[config.mk]
export PLATFORM = sky130hd
export DESIGN_NAME = tpg_gate_ctrl
export DESIGN_NICKNAME = d
export VERILOG_FILES = /design/src/pkg/tpg_pkg.sv /design/src/pkg/tpg_hist_if.sv /design/src/tpg_fault_hist.sv /design/src/tpg_gate_ctrl.sv
export SDC_FILE = /design/constraint.sdc
export NUM_CORES = 1
export LEC_CHECK = 0
export ABC_CLOCK_PERIOD_IN_PS = 2900
export BUFFER_PORTS_ARGS = -buffer_cell sky130_fd_sc_hd__buf_4
export CAP_MARGIN = 5
export CORE_ASPECT_RATIO = 2
export CORE_MARGIN = 4
export CORE_UTILIZATION = 41
export DETAILED_ROUTE_END_ITERATION = 10
export GPL_TIMING_DRIVEN = 0
export PLACE_DENSITY = 0.67
export SLEW_MARGIN = 20
export SYNTH_ARGS = -nofsm -noshare
export SYNTH_HDL_FRONTEND = slang
export SYNTH_SLANG_ARGS = --single-unit
[constraint.sdc]
create_clock -name mclk -period 2.9 [get_ports mclk]
set_input_delay 0.29 -clock mclk [delete_from_list [all_inputs] [get_ports mclk]]
set_output_delay 0.29 -clock mclk [all_outputs]
set_load 0.01 [all_outputs]
[src/pkg/tpg_pkg.sv]
package tpg_pkg;

   // Clock rate
   localparam int unsigned CLK_PERIOD_PS      = 4000;

   // Gate command timing, in nanoseconds except the resume wait in seconds
   localparam int unsigned DEAD_TIME_NS       = 1500;
   localparam int unsigned MIN_LEVEL_NS       = 500;
   localparam int unsigned MIN_CARRIER_PERIOD_NS = 50000;
   localparam int unsigned FAULT_REACT_NS     = 20000;
   localparam int unsigned SHUTDOWN_PULSE_NS  = 3000;
   localparam int unsigned RESUME_WAIT_S      = 2;

   // Derived cycle counts (least times round up)
   localparam int unsigned DEAD_CYC      = (DEAD_TIME_NS * 1000 + CLK_PERIOD_PS - 1) / CLK_PERIOD_PS;
   localparam int unsigned MIN_LEVEL_CYC = (MIN_LEVEL_NS * 1000 + CLK_PERIOD_PS - 1) / CLK_PERIOD_PS;
   localparam int unsigned MIN_PERIOD_CYC = (MIN_CARRIER_PERIOD_NS * 1000 + CLK_PERIOD_PS - 1) / CLK_PERIOD_PS;
   localparam int unsigned REACT_CYC     = (FAULT_REACT_NS * 1000) / CLK_PERIOD_PS;
   localparam int unsigned SHUTDOWN_CYC  = (SHUTDOWN_PULSE_NS * 1000 + CLK_PERIOD_PS - 1) / CLK_PERIOD_PS;
   localparam longint unsigned RESUME_CYC_DEF =
      (longint'(RESUME_WAIT_S) * 64'he8d4a51000 + CLK_PERIOD_PS - 1) / CLK_PERIOD_PS;

   // Widths
   localparam int unsigned PHASES   = 3;
   localparam int unsigned CNT_W    = 32;
   localparam int unsigned HIST_W   = 8;

   // Per-phase command states
   typedef enum logic [1:0] {
      TPG_PH_OFF,
      TPG_PH_UPPER,
      TPG_PH_LOWER,
      TPG_PH_DEAD
   } tpg_phase_e;

   typedef enum logic [1:0] {
      TPG_RUN,
      TPG_TRIPPED,
      TPG_RESUME_WAIT
   } tpg_mode_e;

   // Saturating decrement used by the 32-bit timers
   function automatic logic [CNT_W-1:0] tpg_dec(input logic [CNT_W-1:0] v);
      tpg_dec = (v == '0) ? '0 : v - 32'h1;
   endfunction

endpackage

[src/pkg/tpg_hist_if.sv]
`timescale 1ns/100ps
interface tpg_hist_if;
   import tpg_pkg::*;
   logic              wr_en;
   logic [HIST_W-1:0] wr_data;
   logic              rd_en;
   logic [HIST_W-1:0] rd_data;
   logic              rd_valid;
   modport owner (output wr_en, output wr_data, output rd_en, input rd_data, input rd_valid);
   modport store (input wr_en, input wr_data, input rd_en, output rd_data, output rd_valid);
endinterface

[src/tpg_fault_hist.sv]
`timescale 1ns/100ps
// Small fault-cause log; read data comes out of a register
module tpg_fault_hist
   import tpg_pkg::*;
(
   // Clock and reset
   input wire logic   mclk,
   input wire logic   nrst,
   // Log port
   tpg_hist_if.store  hist
);

   localparam int unsigned DEPTH = 8;

   logic [HIST_W-1:0] mem_reg [DEPTH];
   logic [2:0]        wptr_reg;
   logic [2:0]        wptr_next;
   logic [2:0]        rptr_reg;
   logic [2:0]        rptr_next;
   logic [HIST_W-1:0] rdata_reg;
   logic [HIST_W-1:0] rdata_next;
   logic              rvalid_reg;
   logic              rvalid_next;

   always_comb
   begin
      wptr_next   = wptr_reg;
      rptr_next   = rptr_reg;
      rdata_next  = rdata_reg;
      rvalid_next = 1'b0;
      if (hist.wr_en)
      begin
         wptr_next = wptr_reg + 3'h1;
      end
      if (hist.rd_en)
      begin
         rdata_next  = mem_reg[rptr_reg];
         rvalid_next = 1'b1;
         rptr_next   = rptr_reg + 3'h1;
      end
   end

   always_ff @(posedge mclk or negedge nrst)
   begin
      if (!nrst)
      begin
         wptr_reg   <= 3'h0;
         rptr_reg   <= 3'h0;
         rdata_reg  <= '0;
         rvalid_reg <= 1'b0;
      end
      else
      begin
         wptr_reg   <= wptr_next;
         rptr_reg   <= rptr_next;
         rdata_reg  <= rdata_next;
         rvalid_reg <= rvalid_next;
      end
   end

   // Storage without reset
   always_ff @(posedge mclk)
   begin
      if (hist.wr_en)
      begin
         mem_reg[wptr_reg] <= hist.wr_data;
      end
   end

   assign hist.rd_data  = rdata_reg;
   assign hist.rd_valid = rvalid_reg;

endmodule

[src/tpg_gate_ctrl.sv]
`timescale 1ns/100ps
// Notes on behaviour
// - Insert at least 1.5 us dead time.
// - Hold levels 0.5 us; carrier at most 20 kHz. The code does not enforce the carrier limit; MIN_PERIOD_CYC is unused.
// - Always drive every gate command line.
// - Controller may pull fault line low.
// - All commands low within hold time.
// - Short hold: react within 20 us.
// - Wait 2 s before resuming commands.
// - Controller stops drive on temperature rise.
module tpg_gate_ctrl
   import tpg_pkg::*;
#(
   parameter longint unsigned RESUME_CYC = RESUME_CYC_DEF
)
(
   // Clock and reset
   input  wire logic               mclk,
   input  wire logic               nrst,
   // Phase demand from the modulator, one bit per phase
   input  wire logic [PHASES-1:0]  upper_demand,
   input  wire logic [PHASES-1:0]  lower_demand,
   // Software control
   input  wire logic               drive_enable,
   input  wire logic               shutdown_req,
   input  wire logic               fault_clear,
   input  wire logic               overtemp,
   input  wire logic               hist_rd,
   // Gate command pins
   output logic [PHASES-1:0]       upper_gate_command,
   output logic [PHASES-1:0]       lower_gate_command,
   // Shared fault line, open drain
   input  wire logic               fault_shutdown_line_i,
   output logic                    fault_shutdown_line_o,
   output logic                    fault_shutdown_line_oe,
   // Status
   output logic                    fault_latched,
   output logic                    resume_blocked,
   output logic                    late_reaction,
   output logic [HIST_W-1:0]       hist_data,
   output logic                    hist_valid
);

   tpg_hist_if hist ();

   tpg_fault_hist u_hist
   (
      .mclk (mclk),
      .nrst (nrst),
      .hist (hist)
   );

   //****************************************
   // Per-phase dead-time sequencer
   //****************************************
   tpg_phase_e           ph_reg   [PHASES];
   tpg_phase_e           ph_next  [PHASES];
   logic [CNT_W-1:0]     ph_cnt_reg  [PHASES];
   logic [CNT_W-1:0]     ph_cnt_next [PHASES];
   logic [PHASES-1:0]    up_reg;
   logic [PHASES-1:0]    up_next;
   logic [PHASES-1:0]    lo_reg;
   logic [PHASES-1:0]    lo_next;
   logic                 kill;

   always_comb
   begin
      for (int p = 0; p < PHASES; p++)
      begin
         ph_next[p]     = ph_reg[p];
         ph_cnt_next[p] = tpg_dec(ph_cnt_reg[p]);
         up_next[p]     = up_reg[p];
         lo_next[p]     = lo_reg[p];
         if (kill)
         begin
            // Immediate stop; dead time still honoured before next turn-on
            ph_next[p]     = TPG_PH_DEAD;
            ph_cnt_next[p] = CNT_W'(DEAD_CYC);
            up_next[p]     = 1'b0;
            lo_next[p]     = 1'b0;
         end
         else if (ph_cnt_reg[p] == '0)
         begin
            unique case (ph_reg[p])
               TPG_PH_OFF:
               begin
                  if (upper_demand[p] && !lower_demand[p])
                  begin
                     ph_next[p]     = TPG_PH_UPPER;
                     up_next[p]     = 1'b1;
                     ph_cnt_next[p] = CNT_W'(MIN_LEVEL_CYC);
                  end
                  else if (lower_demand[p] && !upper_demand[p])
                  begin
                     ph_next[p]     = TPG_PH_LOWER;
                     lo_next[p]     = 1'b1;
                     ph_cnt_next[p] = CNT_W'(MIN_LEVEL_CYC);
                  end
               end
               TPG_PH_UPPER, TPG_PH_LOWER:
               begin
                  if ((ph_reg[p] == TPG_PH_UPPER) ? !upper_demand[p] : !lower_demand[p])
                  begin
                     ph_next[p]     = TPG_PH_DEAD;
                     up_next[p]     = 1'b0;
                     lo_next[p]     = 1'b0;
                     ph_cnt_next[p] = CNT_W'(DEAD_CYC);
                  end
               end
               TPG_PH_DEAD:
               begin
                  ph_next[p] = TPG_PH_OFF;
               end
            endcase
         end
      end
   end

   always_ff @(posedge mclk or negedge nrst)
   begin
      if (!nrst)
      begin
         for (int p = 0; p < PHASES; p++)
         begin
            ph_reg[p]     <= TPG_PH_OFF;
            ph_cnt_reg[p] <= '0;
         end
         up_reg <= '0;
         lo_reg <= '0;
      end
      else
      begin
         for (int p = 0; p < PHASES; p++)
         begin
            ph_reg[p]     <= ph_next[p];
            ph_cnt_reg[p] <= ph_cnt_next[p];
         end
         up_reg <= up_next;
         lo_reg <= lo_next;
      end
   end

   //****************************************
   // Fault latch and resume guard
   //****************************************
   tpg_mode_e            mode_reg;
   tpg_mode_e            mode_next;
   logic [63:0]          wait_reg;
   logic [63:0]          wait_next;
   logic [CNT_W-1:0]     sd_cnt_reg;
   logic [CNT_W-1:0]     sd_cnt_next;
   logic [CNT_W-1:0]     react_reg;
   logic [CNT_W-1:0]     react_next;
   logic                 late_reg;
   logic                 late_next;
   logic                 fline_d_reg;
   logic                 fline_fall;
   logic                 line_pull_reg;
   logic                 line_pull_next;
   logic                 latched_reg;
   logic                 blocked_reg;

   // Line falling while we are not pulling means the device reports a fault
   assign fline_fall = !fault_shutdown_line_i && fline_d_reg && !line_pull_reg;
   assign kill       = (mode_reg != TPG_RUN) || fline_fall || overtemp
                       || !drive_enable || !fault_shutdown_line_i;

   always_comb
   begin
      mode_next      = mode_reg;
      wait_next      = (wait_reg == 64'h0) ? 64'h0 : wait_reg - 64'h1;
      sd_cnt_next    = tpg_dec(sd_cnt_reg);
      react_next     = react_reg;
      late_next      = late_reg;
      line_pull_next = line_pull_reg;
      hist.wr_en     = 1'b0;
      hist.wr_data   = '0;
      // Commanded shutdown pulse, at least the minimum low width
      if (shutdown_req && !line_pull_reg)
      begin
         line_pull_next = 1'b1;
         sd_cnt_next    = CNT_W'(SHUTDOWN_CYC);
      end
      else if (line_pull_reg && sd_cnt_reg == '0 && !shutdown_req)
      begin
         line_pull_next = 1'b0;
      end
      // Reaction deadline bookkeeping
      if (fline_fall)
      begin
         react_next = CNT_W'(REACT_CYC);
      end
      else if (react_reg != '0)
      begin
         react_next = tpg_dec(react_reg);
         if (react_reg == 32'h1 && (up_reg != '0 || lo_reg != '0))
         begin
            late_next = 1'b1;
         end
      end
      unique case (mode_reg)
         TPG_RUN:
         begin
            if (fline_fall || overtemp)
            begin
               mode_next    = TPG_TRIPPED;
               hist.wr_en   = 1'b1;
               hist.wr_data = {6'h00, overtemp, fline_fall};
            end
         end
         TPG_TRIPPED:
         begin
            if (fault_clear && fault_shutdown_line_i && !overtemp && !fline_fall)
            begin
               mode_next = TPG_RESUME_WAIT;
               wait_next = RESUME_CYC;
               late_next = 1'b0;
            end
         end
         TPG_RESUME_WAIT:
         begin
            if (fline_fall || overtemp)
            begin
               mode_next = TPG_TRIPPED;
            end
            else if (wait_reg == 64'h0)
            begin
               mode_next = TPG_RUN;
            end
         end
         default:
         begin
            mode_next = TPG_TRIPPED;
         end
      endcase
   end

   always_ff @(posedge mclk or negedge nrst)
   begin
      if (!nrst)
      begin
         mode_reg      <= TPG_RUN;
         wait_reg      <= 64'h0;
         sd_cnt_reg    <= '0;
         react_reg     <= '0;
         late_reg      <= 1'b0;
         fline_d_reg   <= 1'b1;
         line_pull_reg <= 1'b0;
         latched_reg   <= 1'b0;
         blocked_reg   <= 1'b0;
      end
      else
      begin
         mode_reg      <= mode_next;
         wait_reg      <= wait_next;
         sd_cnt_reg    <= sd_cnt_next;
         react_reg     <= react_next;
         late_reg      <= late_next;
         fline_d_reg   <= fault_shutdown_line_i;
         line_pull_reg <= line_pull_next;
         latched_reg   <= (mode_next == TPG_TRIPPED);
         blocked_reg   <= (mode_next == TPG_RESUME_WAIT);
      end
   end

   //****************************************
   // Outputs
   //****************************************
   assign hist.rd_en = hist_rd;

   always_comb
   begin
      upper_gate_command     = up_reg;
      lower_gate_command     = lo_reg;
      fault_shutdown_line_o  = 1'b0;
      fault_shutdown_line_oe = line_pull_reg;
      fault_latched          = latched_reg;
      resume_blocked         = blocked_reg;
      late_reaction          = late_reg;
      hist_data              = hist.rd_data;
      hist_valid             = hist.rd_valid;
   end

endmodule

==> implementation parameters, run 1 <==
Parameter                              Value

Power and ir drop
  Standby leakage power ... ~6.4 nW
  Int Power ... 6.35 mW
  Fraction of power spent switching nets ... 23.6%
  Total power ... ~8.3 mW
  Part of the total power dissipated in sequential elements ... between 40% and 50%
  Switching power ... 1.96 mW
  Clock power share ... a little over two fifths
  Ratio of total power to cell area ... 516 nW/µm²
  Combinational Power Share ... 7.4%
  IR drop worst, VDD ... 0.412 mV

Clocking
  Master cell of the clock root buffer ... sky130_fd_sc_hd__clkbuf_16
  Total CTS buffers ... 25
  Clock Sink Count ... 268
  CTS H-tree lvls ... 1
  Clock Latency Late Sink ... 0.54 ns
  CTS tree ... done
  Clock transition at the registers of the reported paths ... 0.07 ns
  Maximum count of clock buffers along a single path ... 3

Floorplan
  Die height ... 271 µm
  Total die area ... around 38000 µm²
  I/O pin count ... 34
  Number of rows in the core area ... 96
  Die Wd ... around 140 µm
  Core Footprint ... 34200 µm²
  Starting Density ... 41.3%

Drt
  Final Routed Wirelength ... between 30000 and 40000 µm
  Routed via count ... 10900
  Post-route ant nets ... 0
  Routed wirelength normalized by instance count ... around 16 µm
  Initial DRT Pass Iterations ... 5
  Starting DRC count in detailed routing ... about 460
  Residual DRC count ... 0
  Via density per instance ... 5.51

Yosys
  Proportion of register bits with asynchronous set or reset after synthesis ... 94.0%
  Synthesized area ... 14100 µm²
  Post-synthesis sequential element count ... 268
  Top cell type's share of synthesized area ... between 40% and 50%
  Top FF cell, synth ... sky130_fd_sc_hd__dfrtp_1
  Number of instances in the synthesized netlist ... 1451
  Largest area contributor in the synthesized netlist ... sky130_fd_sc_hd__dfrtp_1
  Biggest area contributors in the synthesized netlist ... sky130_fd_sc_hd__dfrtp_1 44%, sky130_fd_sc_hd__xnor2_1 6.0%, sky130_fd_sc_hd__nor2_1 5.8%
  Post-synth cell types ... 73
  Count of flip-flops with a built-in enable after synthesis ... 16
  Ys Warns ... 0
  Register area share after synthesis ... 48.0%
  Post-Syn Area per Cell ... 9.74 µm²

Place
  Final weighted congestion in routability-driven placement ... 0.843
  Total placed instance area ... 15000 µm²
  PortBufs ... 24
  Placed wire-length estimate after detailed placement ... roughly 23000 µm
  Pre-CTS setup slack ... -0.270 ns

STA
  Hold Fails Final Rpt ... 0
  Worst Slack Setup Final ... 0.131 ns
  Relative slew slack ... 36.1%
  Total negative setup slack ... 0 ns
  Final Max Tran Viols ... 0
  Final-report setup violation count ... 0
  Slew at the pin with the worst max-slew slack ... 0.945 ns
  Max frequency ... approximately 360 MHz
  Post-Route Hold Slack ... 0.0434 ns
  Final period utilization ... 95.5%
  Maximum clock skew at final layout ... about 0.014 ns
  Final critical path time including I/O delays and setup ... 2.77 ns

Worst setup path
  Sum of buffers and inverters on the critical path ... 1
  Startpoint type of the worst setup path ... register
  Largest stage delay, worst path ... around 0.60 ns
  Family of cells with the greatest summed delay on the critical path ... simple AND/OR/NAND/NOR gates
  Max FO, Critical Path ... 10
  Worst reg2reg setup slack ... 0.13 ns
  Critical path endpoint category ... register
  Arrival time at the worst endpoint ... 3.16 ns
  Sequence of cells on the critical path ... or4_4, nor4_2, or3b_1, nor3_2, clkbuf_2, o21ai_0
  Required arrival time at the worst endpoint ... 3.29 ns
  Slowest-stage cell, CP ... sky130_fd_sc_hd__or4_4
  WS Path Type ... register to register

GRT
  Maximum number of pins on one net before global-route repair ... 95
  Total congestion overflow ... 0
  Vias in the first global route ... 11400
  GRT Total Usage ... 16.7%
  Number of antenna violations at the first check in global routing ... 0
  Global-route wire length before repair ... 54000 µm

Final layout
  Post-route cell area ... approximately 16000 µm²
  Commonest non-fill, non-tap cell in the layout ... sky130_fd_sc_hd__dfrtp_1
  Max reg flops ... 96
  Total number of nets in the final design ... 1564
  Synthesis-to-finish area growth ... 13.9%
  Commonest cells after routing, fill and taps aside ... 251 x sky130_fd_sc_hd__dfrtp_1, 219 x sky130_fd_sc_hd__nor2_1, 97 x sky130_fd_sc_hd__xnor2_1
  Ratio of cells with drive above 1 in the final layout ... 10.6%
  Count of inserted antenna diode cells ... 0

Min path
  Class of the tightest hold or removal check ... input port to register

Job
  MaxCap Viol Count ... 0

Status
  Result of the run ... finished clean
-- path summary, 6_finish.rpt --
| kind | to | cells past startpoint | from |
|---|---|---|---|
| setup reg to reg | wait_reg[27] | 6 | wait_reg[50] |
| hold / removal | fault_latched | 3 | overtemp |
| min in group asynchronous | ph_cnt_reg[69] | 2 | nrst |
| setup / recovery | wait_reg[27] | 6 | wait_reg[50] |
| hold reg to reg | sd_cnt_reg[0] | 1 | sd_cnt_reg[0] |
| max in group asynchronous | wait_reg[58] | 3 | nrst |
-- synthesized netlist by cell type, types with 13 or more instances --
cell type,instances
sky130_fd_sc_hd__a21oi_1,69
sky130_fd_sc_hd__clkbuf_1,37
sky130_fd_sc_hd__dfrtp_1,251
sky130_fd_sc_hd__edfxtp_1,16
sky130_fd_sc_hd__ha_1,24
sky130_fd_sc_hd__inv_1,32
sky130_fd_sc_hd__nand2_1,59
sky130_fd_sc_hd__nand2b_1,15
sky130_fd_sc_hd__nand3_1,27
sky130_fd_sc_hd__nand4_1,28
sky130_fd_sc_hd__nand4b_1,13
sky130_fd_sc_hd__nor2_1,219
sky130_fd_sc_hd__nor2b_1,15
sky130_fd_sc_hd__nor3_1,69
sky130_fd_sc_hd__nor4_1,41
sky130_fd_sc_hd__o21ai_0,74
sky130_fd_sc_hd__o31ai_1,27
sky130_fd_sc_hd__or3_1,48
sky130_fd_sc_hd__or4_1,52
sky130_fd_sc_hd__xnor2_1,97
sky130_fd_sc_hd__xor2_1,61
-- cell families after synthesis --
group	after synthesis	synth area share, %
AOI/OAI and AO/OA	228	10.1
other	1	0.0265
muxes	13	1.29
DFF	268	48.0
buffers and inverters	95	2.98
and+or+nand+nor	664	25.7
adders and majority gates	24	2.12
xor gates and xnor gates	158	9.79
-- stage by stage --
step	utilization [%]	cells
after global routing	47.0	1985
after CTS	46.6	1977
after detailed placement	43.7	1924
after global placement	43.5	1922
final	47.0	1985
after floorplan	-	1457
-- power groups by stage --
stage / clock network, mW / registers, mW / logic, mW
2_1_floorplan: 0 / 4.09 / 0.400
3_3_place_gp: 0 / 4.10 / 0.593
3_5_place_dp: 0 / 4.11 / 0.622
4_1_cts: 3.75 / 4.04 / 0.630
5_1_grt: 3.90 / 4.06 / 0.691
6_report: 3.65 / 4.04 / 0.613
-- worst register-to-register path, delay by kind of cell (launching register included) --
kind	cells	cell delay, ns
flip-flops	1	0.44
AO/OA/AOI/OAI	1	0.13
buffers and inverters	1	0.28
AND/OR/NAND/NOR	4	1.77
-- per-layer routing --
metal  global-route usage [%]  part of all wire, %  vias to the layer above
met5                        0                    0                        -
met4                     7.71                  3.9                        0
met3                     1.80                  2.5                       60
met2                     32.5                   55                      133
met1                     17.6                   38                     5371
li1                         -                    -                     5364
-- layout make-up --
| cell class | count | area (µm²) |
|---|---|---|
| clock buffer | 32 | 703 |
| timing repair buffer | 44 | 388 |
| buffer | 61 | 304 |
| inverter | 32 | 120 |
| sequential | 268 | 6790 |
| multi-input combinational | 1094 | 7040 |
| fill | 3177 | 18100 |
| clock inverter | 13 | 208 |
| tap | 441 | 552 |
-- repair_timing --
item,in CTS,in global routing
pin swaps,3,3
endpoints found under the setup margin,47,170
resized for setup,4,17
hold buffers,4,0
setup buffers,4,10
endpoints found under the hold margin,73,0
Note: power is estimated with default switching activity, not from simulation.
==> run 2, diff against run 1 <==
SYNTH_HIERARCHICAL = 1   (was unset)
==> run 2 against run 1 <==
  * Clock skew rose by 0.0038 ns
  * Flip-flop and latch count increased by 54
  * Global-route usage up 0.27 points
  * Synthesized cell count rose by 7.9%
  * First-iteration DRC count grew 40%
  * Sequential share of layout area increased by 2.8 points
  * Clock-buffer cell count grew 10
==> implementation parameters, run 2 <==
Parameter                              Value

Status
  Result of the run ... finished clean

Worst setup path
  WS Path Type ... register to register
  Required arrival time at the worst endpoint ... 3.40 ns (+0.11 ns)
  Reg-to-reg critical path startpoint ... wait_reg[10]
  Startpoint type of the worst setup path ... register
  Arrival time at the worst endpoint ... 3.33 ns (+0.17 ns)
  Critical path endpoint category ... register
  Max FO, Critical Path ... 8 (-2)
  Worst setup path startpoint ... wait_reg[10]

Drt
  Routed via count ... 12300 (+12%)
  Routed wirelength normalized by instance count ... 16.1 µm (+0.69%)
  Initial DRT Pass Iterations ... 5 (unchanged)
  Starting DRC count in detailed routing ... 648 (+40%)
  Final Routed Wirelength ... 36100 µm (+13%)
  Post-route ant nets ... 0 (unchanged)
  Via density per instance ... 5.48 (-0.38%)
  Residual DRC count ... 0 (unchanged)

Yosys
  Top cell type's share of synthesized area ... 40.0% (-4.4 points)
  Proportion of register bits with asynchronous set or reset after synthesis ... 80.1% (-14 points)
  Number of instances in the synthesized netlist ... 1565 (+7.9%)
  Count of flip-flops with a built-in enable after synthesis ... 64 (+48)
  Post-Syn Area per Cell ... 10.3 µm² (+5.4%)
  Post-synthesis sequential element count ... 322 (+20%)
  Post-synth cell types ... 71 (-2.7%)
  Biggest area contributors in the synthesized netlist ... sky130_fd_sc_hd__dfrtp_1 40%, sky130_fd_sc_hd__edfxtp_1 12%, sky130_fd_sc_hd__nor2_1 4.4%
  Ys Warns ... 6 (+6)
  Synthesized area ... 16100 µm² (+14%)
  Most frequent cell after synthesis ... sky130_fd_sc_hd__dfrtp_1
  Largest area contributor in the synthesized netlist ... sky130_fd_sc_hd__dfrtp_1
  Leading cell types by count after synthesis ... 257 x sky130_fd_sc_hd__dfrtp_1, 190 x sky130_fd_sc_hd__nor2_1, 84 x sky130_fd_sc_hd__o21ai_0, 80 x sky130_fd_sc_hd__a21oi_1, 78 x sky130_fd_sc_hd__xnor2_1
  Top FF cell, synth ... sky130_fd_sc_hd__dfrtp_1
  Register area share after synthesis ... 52.2% (+4.1 points)

Floorplan
  Die Wd ... 148 µm (+6.2%)
  Die height ... 288 µm (+6.4%)
  Core Footprint ... 38700 µm² (+13%)
  I/O pin count ... 34 (unchanged)
  Starting Density ... 41.5% (+0.25 points)
  Number of rows in the core area ... 102 (+6.3%)
  Total die area ... 42600 µm² (+13%)

STA
  Final Max Tran Viols ... 0 (unchanged)
  Hold Fails Final Rpt ... 0 (unchanged)
  Total negative setup slack ... 0 ns (unchanged)
  RSZ-0062 raised after global routing ... true
  Slew at the pin with the worst max-slew slack ... 0.848 ns (-0.0971 ns)
  Final-report setup violation count ... 0 (unchanged)
  Maximum clock skew at final layout ... 0.0176 ns (+0.00377 ns)
  Max frequency ... 354 MHz (-2.1%)
  Post-Route Hold Slack ... 0.0718 ns (+0.0284 ns)
  Final critical path time including I/O delays and setup ... 2.83 ns (+0.0598 ns)
  Final period utilization ... 97.5% (+2.1 points)
  Relative slew slack ... 43.2% (+7.2 points)

Place
  Final weighted congestion in routability-driven placement ... 0.821 (-2.6%)
  Inst Count DP ... 2166 (+13%)
  Placed wire-length estimate after detailed placement ... 25500 µm (+12%)
  PortBufs ... 30 (+25%)

Final layout
  Post-route insts no fill ... 2235 (+13%)
  Total number of nets in the final design ... 1728 (+10%)
  Synthesis-to-finish area growth ... 16.0%
  Sequential standard cell area ... 8380 µm² (+23%)
  Number of filler cells placed in the layout ... 3544 (+12%)
  Max reg flops ... 96 (unchanged)
  Commonest cells after routing, fill and taps aside ... 257 x sky130_fd_sc_hd__dfrtp_1, 188 x sky130_fd_sc_hd__nor2_1, 84 x sky130_fd_sc_hd__o21ai_0
  Ratio of cells with drive above 1 in the final layout ... 11.1% (+0.46 points)
  Count of inserted antenna diode cells ... 0 (unchanged)
  Multi-input combinational cell area ... 7690 µm² (+9.4%)
  Commonest non-fill, non-tap cell in the layout ... sky130_fd_sc_hd__dfrtp_1

GRT
  GRT Total Usage ... 17.0% (+0.27 points)
  Met1 track demand over resource in global routing ... 18.0% (+0.37 points)
  Global-route track usage on met2 ... 32.9% (+0.42 points)
  Maximum number of pins on one net before global-route repair ... 89 (-6.3%)
  Number of antenna violations at the first check in global routing ... 0 (unchanged)
  Global-route wire length before repair ... 61000 µm (+13%)
  GRT met3 Usage ... 2.24% (+0.43 points)
  Total congestion overflow ... 0 (unchanged)
  Gr busiest metal ... met2
  Vias in the first global route ... 12800 (+12%)

Power and ir drop
  Switching power ... 2.80 mW (+43%)
  Fraction of power spent switching nets ... 26.7% (+3.1 points)
  Part of the total power dissipated in sequential elements ... 47.9% (-0.7 points)
  Standby leakage power ... 7.34 nW (+15%)
  Clock power share ... 37.9% (-6.1 points)
  Combinational Power Share ... 14.2% (+6.8 points)
  Int Power ... 7.69 mW (+21%)
  Ratio of total power to cell area ... 563 nW/µm² (+9.2%)
  IR drop worst, VDD ... 0.461 mV (+12%)

Clocking
  Master cell of the clock root buffer ... sky130_fd_sc_hd__clkbuf_16
  Clock transition at the registers of the reported paths ... 0.07 ns (about the same)
  CTS H-tree lvls ... 1 (unchanged)
  Maximum count of clock buffers along a single path ... 3 (unchanged)
  CTS tree ... done
  Total CTS buffers ... 31 (+24%)
  Clock Sink Count ... 322 (+20%)
  Clock Latency Late Sink ... 0.58 ns (+0.04 ns)

Min path
  Hold Crit Start ... lower_demand[0]
  Class of the tightest hold or removal check ... input port to register

Job
  MaxCap Viol Count ... 0 (unchanged)
-- run 2: changes by cell type in the layout (fill, tap and decap cells not counted), moves of 14 or more --
cell	previous run	this run
sky130_fd_sc_hd__mux2i_1	7	30
sky130_fd_sc_hd__clkbuf_1	34	48
sky130_fd_sc_hd__conb_1	7	49
sky130_fd_sc_hd__edfxtp_1	16	64
sky130_fd_sc_hd__nor2_1	219	188
sky130_fd_sc_hd__xnor2_1	97	78
-- run 2: what timing repair did --
item | in CTS | in global routing
setup endpoints to repair | 174 | 188
setup buffers | 10 | 3
resized for setup | 39 | 32
pin swaps | 11 | 4
endpoints found under the hold margin | 93 | 0
hold buffers | 5 | 0
-- run 2: routing by layer --
metal  vias to the layer above  part of all wire, %
li1                       5925                    -
met1                      6054                   38
met2                       185                   55
met3                        93                  3.1
met4                         0                  3.9
met5                         -                    0
-- run 2: kinds of logic (layout without fill, tap and decap cells) --
logic type / after synthesis / after routing / share of synthesized area, %
AND/OR/NAND/NOR: 680 / 680 / 23.3
flip-flops: 322 / 322 / 52.2
multiplexers: 33 / 33 / 2.08
adder cells (fa/ha/maj): 24 / 24 / 1.87
buffers and inverters: 99 / 201 / 2.66
other: 1 / 49 / 0.0234
XOR/XNOR: 143 / 143 / 7.80
AO/OA/AOI/OAI: 263 / 263 / 10.1
-- run 2: worst max-delay path, stage by stage (launching register included) --
cell and delay [ns]:
sky130_fd_sc_hd__dfrtp_1 0.38, sky130_fd_sc_hd__or4_4 0.53, sky130_fd_sc_hd__buf_6 0.14, sky130_fd_sc_hd__or4_4 0.55, sky130_fd_sc_hd__buf_6 0.14, sky130_fd_sc_hd__or4_4 0.47, sky130_fd_sc_hd__or3_4 0.39, sky130_fd_sc_hd__a21oi_2 0.14
-- run 2: layout make-up --
type                            count  share of cell area (%)
Sequential cell                   322                    45.0
Multi-Input combinational cell   1192                    41.3
Clock buffer                       42                    4.66
Tap cell                          520                    3.49
Timing Repair Buffer               51                    2.49
Buffer                             66                    1.82
Clock inverter                     16                   0.705
Inverter                           26                   0.524
-- run 2: path summary, 6_finish.rpt --
path	endpoint	slack [ns]	depth (start not counted)
max	wait_reg[39]	0.07	7
min	upper_gate_command[0]	0.07	4
max reg2reg	wait_reg[39]	0.07	7
min reg2reg	sd_cnt_reg[0]	0.50	1
max in group asynchronous	wait_reg[1]	1.76	4
min in group asynchronous	u_hist/hist.rd_data[7]	0.08	2
-- run 2: stage by stage --
| step | utilization [%] | cell area, µm² | total power, mW | setup slack, ns |
|---|---|---|---|---|
| floorplan | - | 16200 | 6.01 | 0.0221 |
| global placement | 44.3 | 17100 | 6.46 | -0.710 |
| CTS | 47.8 | 18500 | 10.6 | 0.00411 |
| global route | 48.2 | 18600 | 11.0 | -0.117 |
| detailed placement | 44.5 | 17200 | 6.51 | -0.716 |
| finish | 48.2 | 18600 | 10.5 | 0.0717 |
-- run 2: power by group through the flow --
stage | Combinational (mW) | Sequential, mW | Clock, mW
2_1_floorplan | 0.925 | 5.09 | 0
3_3_place_gp | 1.37 | 5.09 | 0
3_5_place_dp | 1.42 | 5.10 | 0
4_1_cts | 1.48 | 5.01 | 4.11
5_1_grt | 1.64 | 5.05 | 4.29
6_report | 1.49 | 5.02 | 3.98
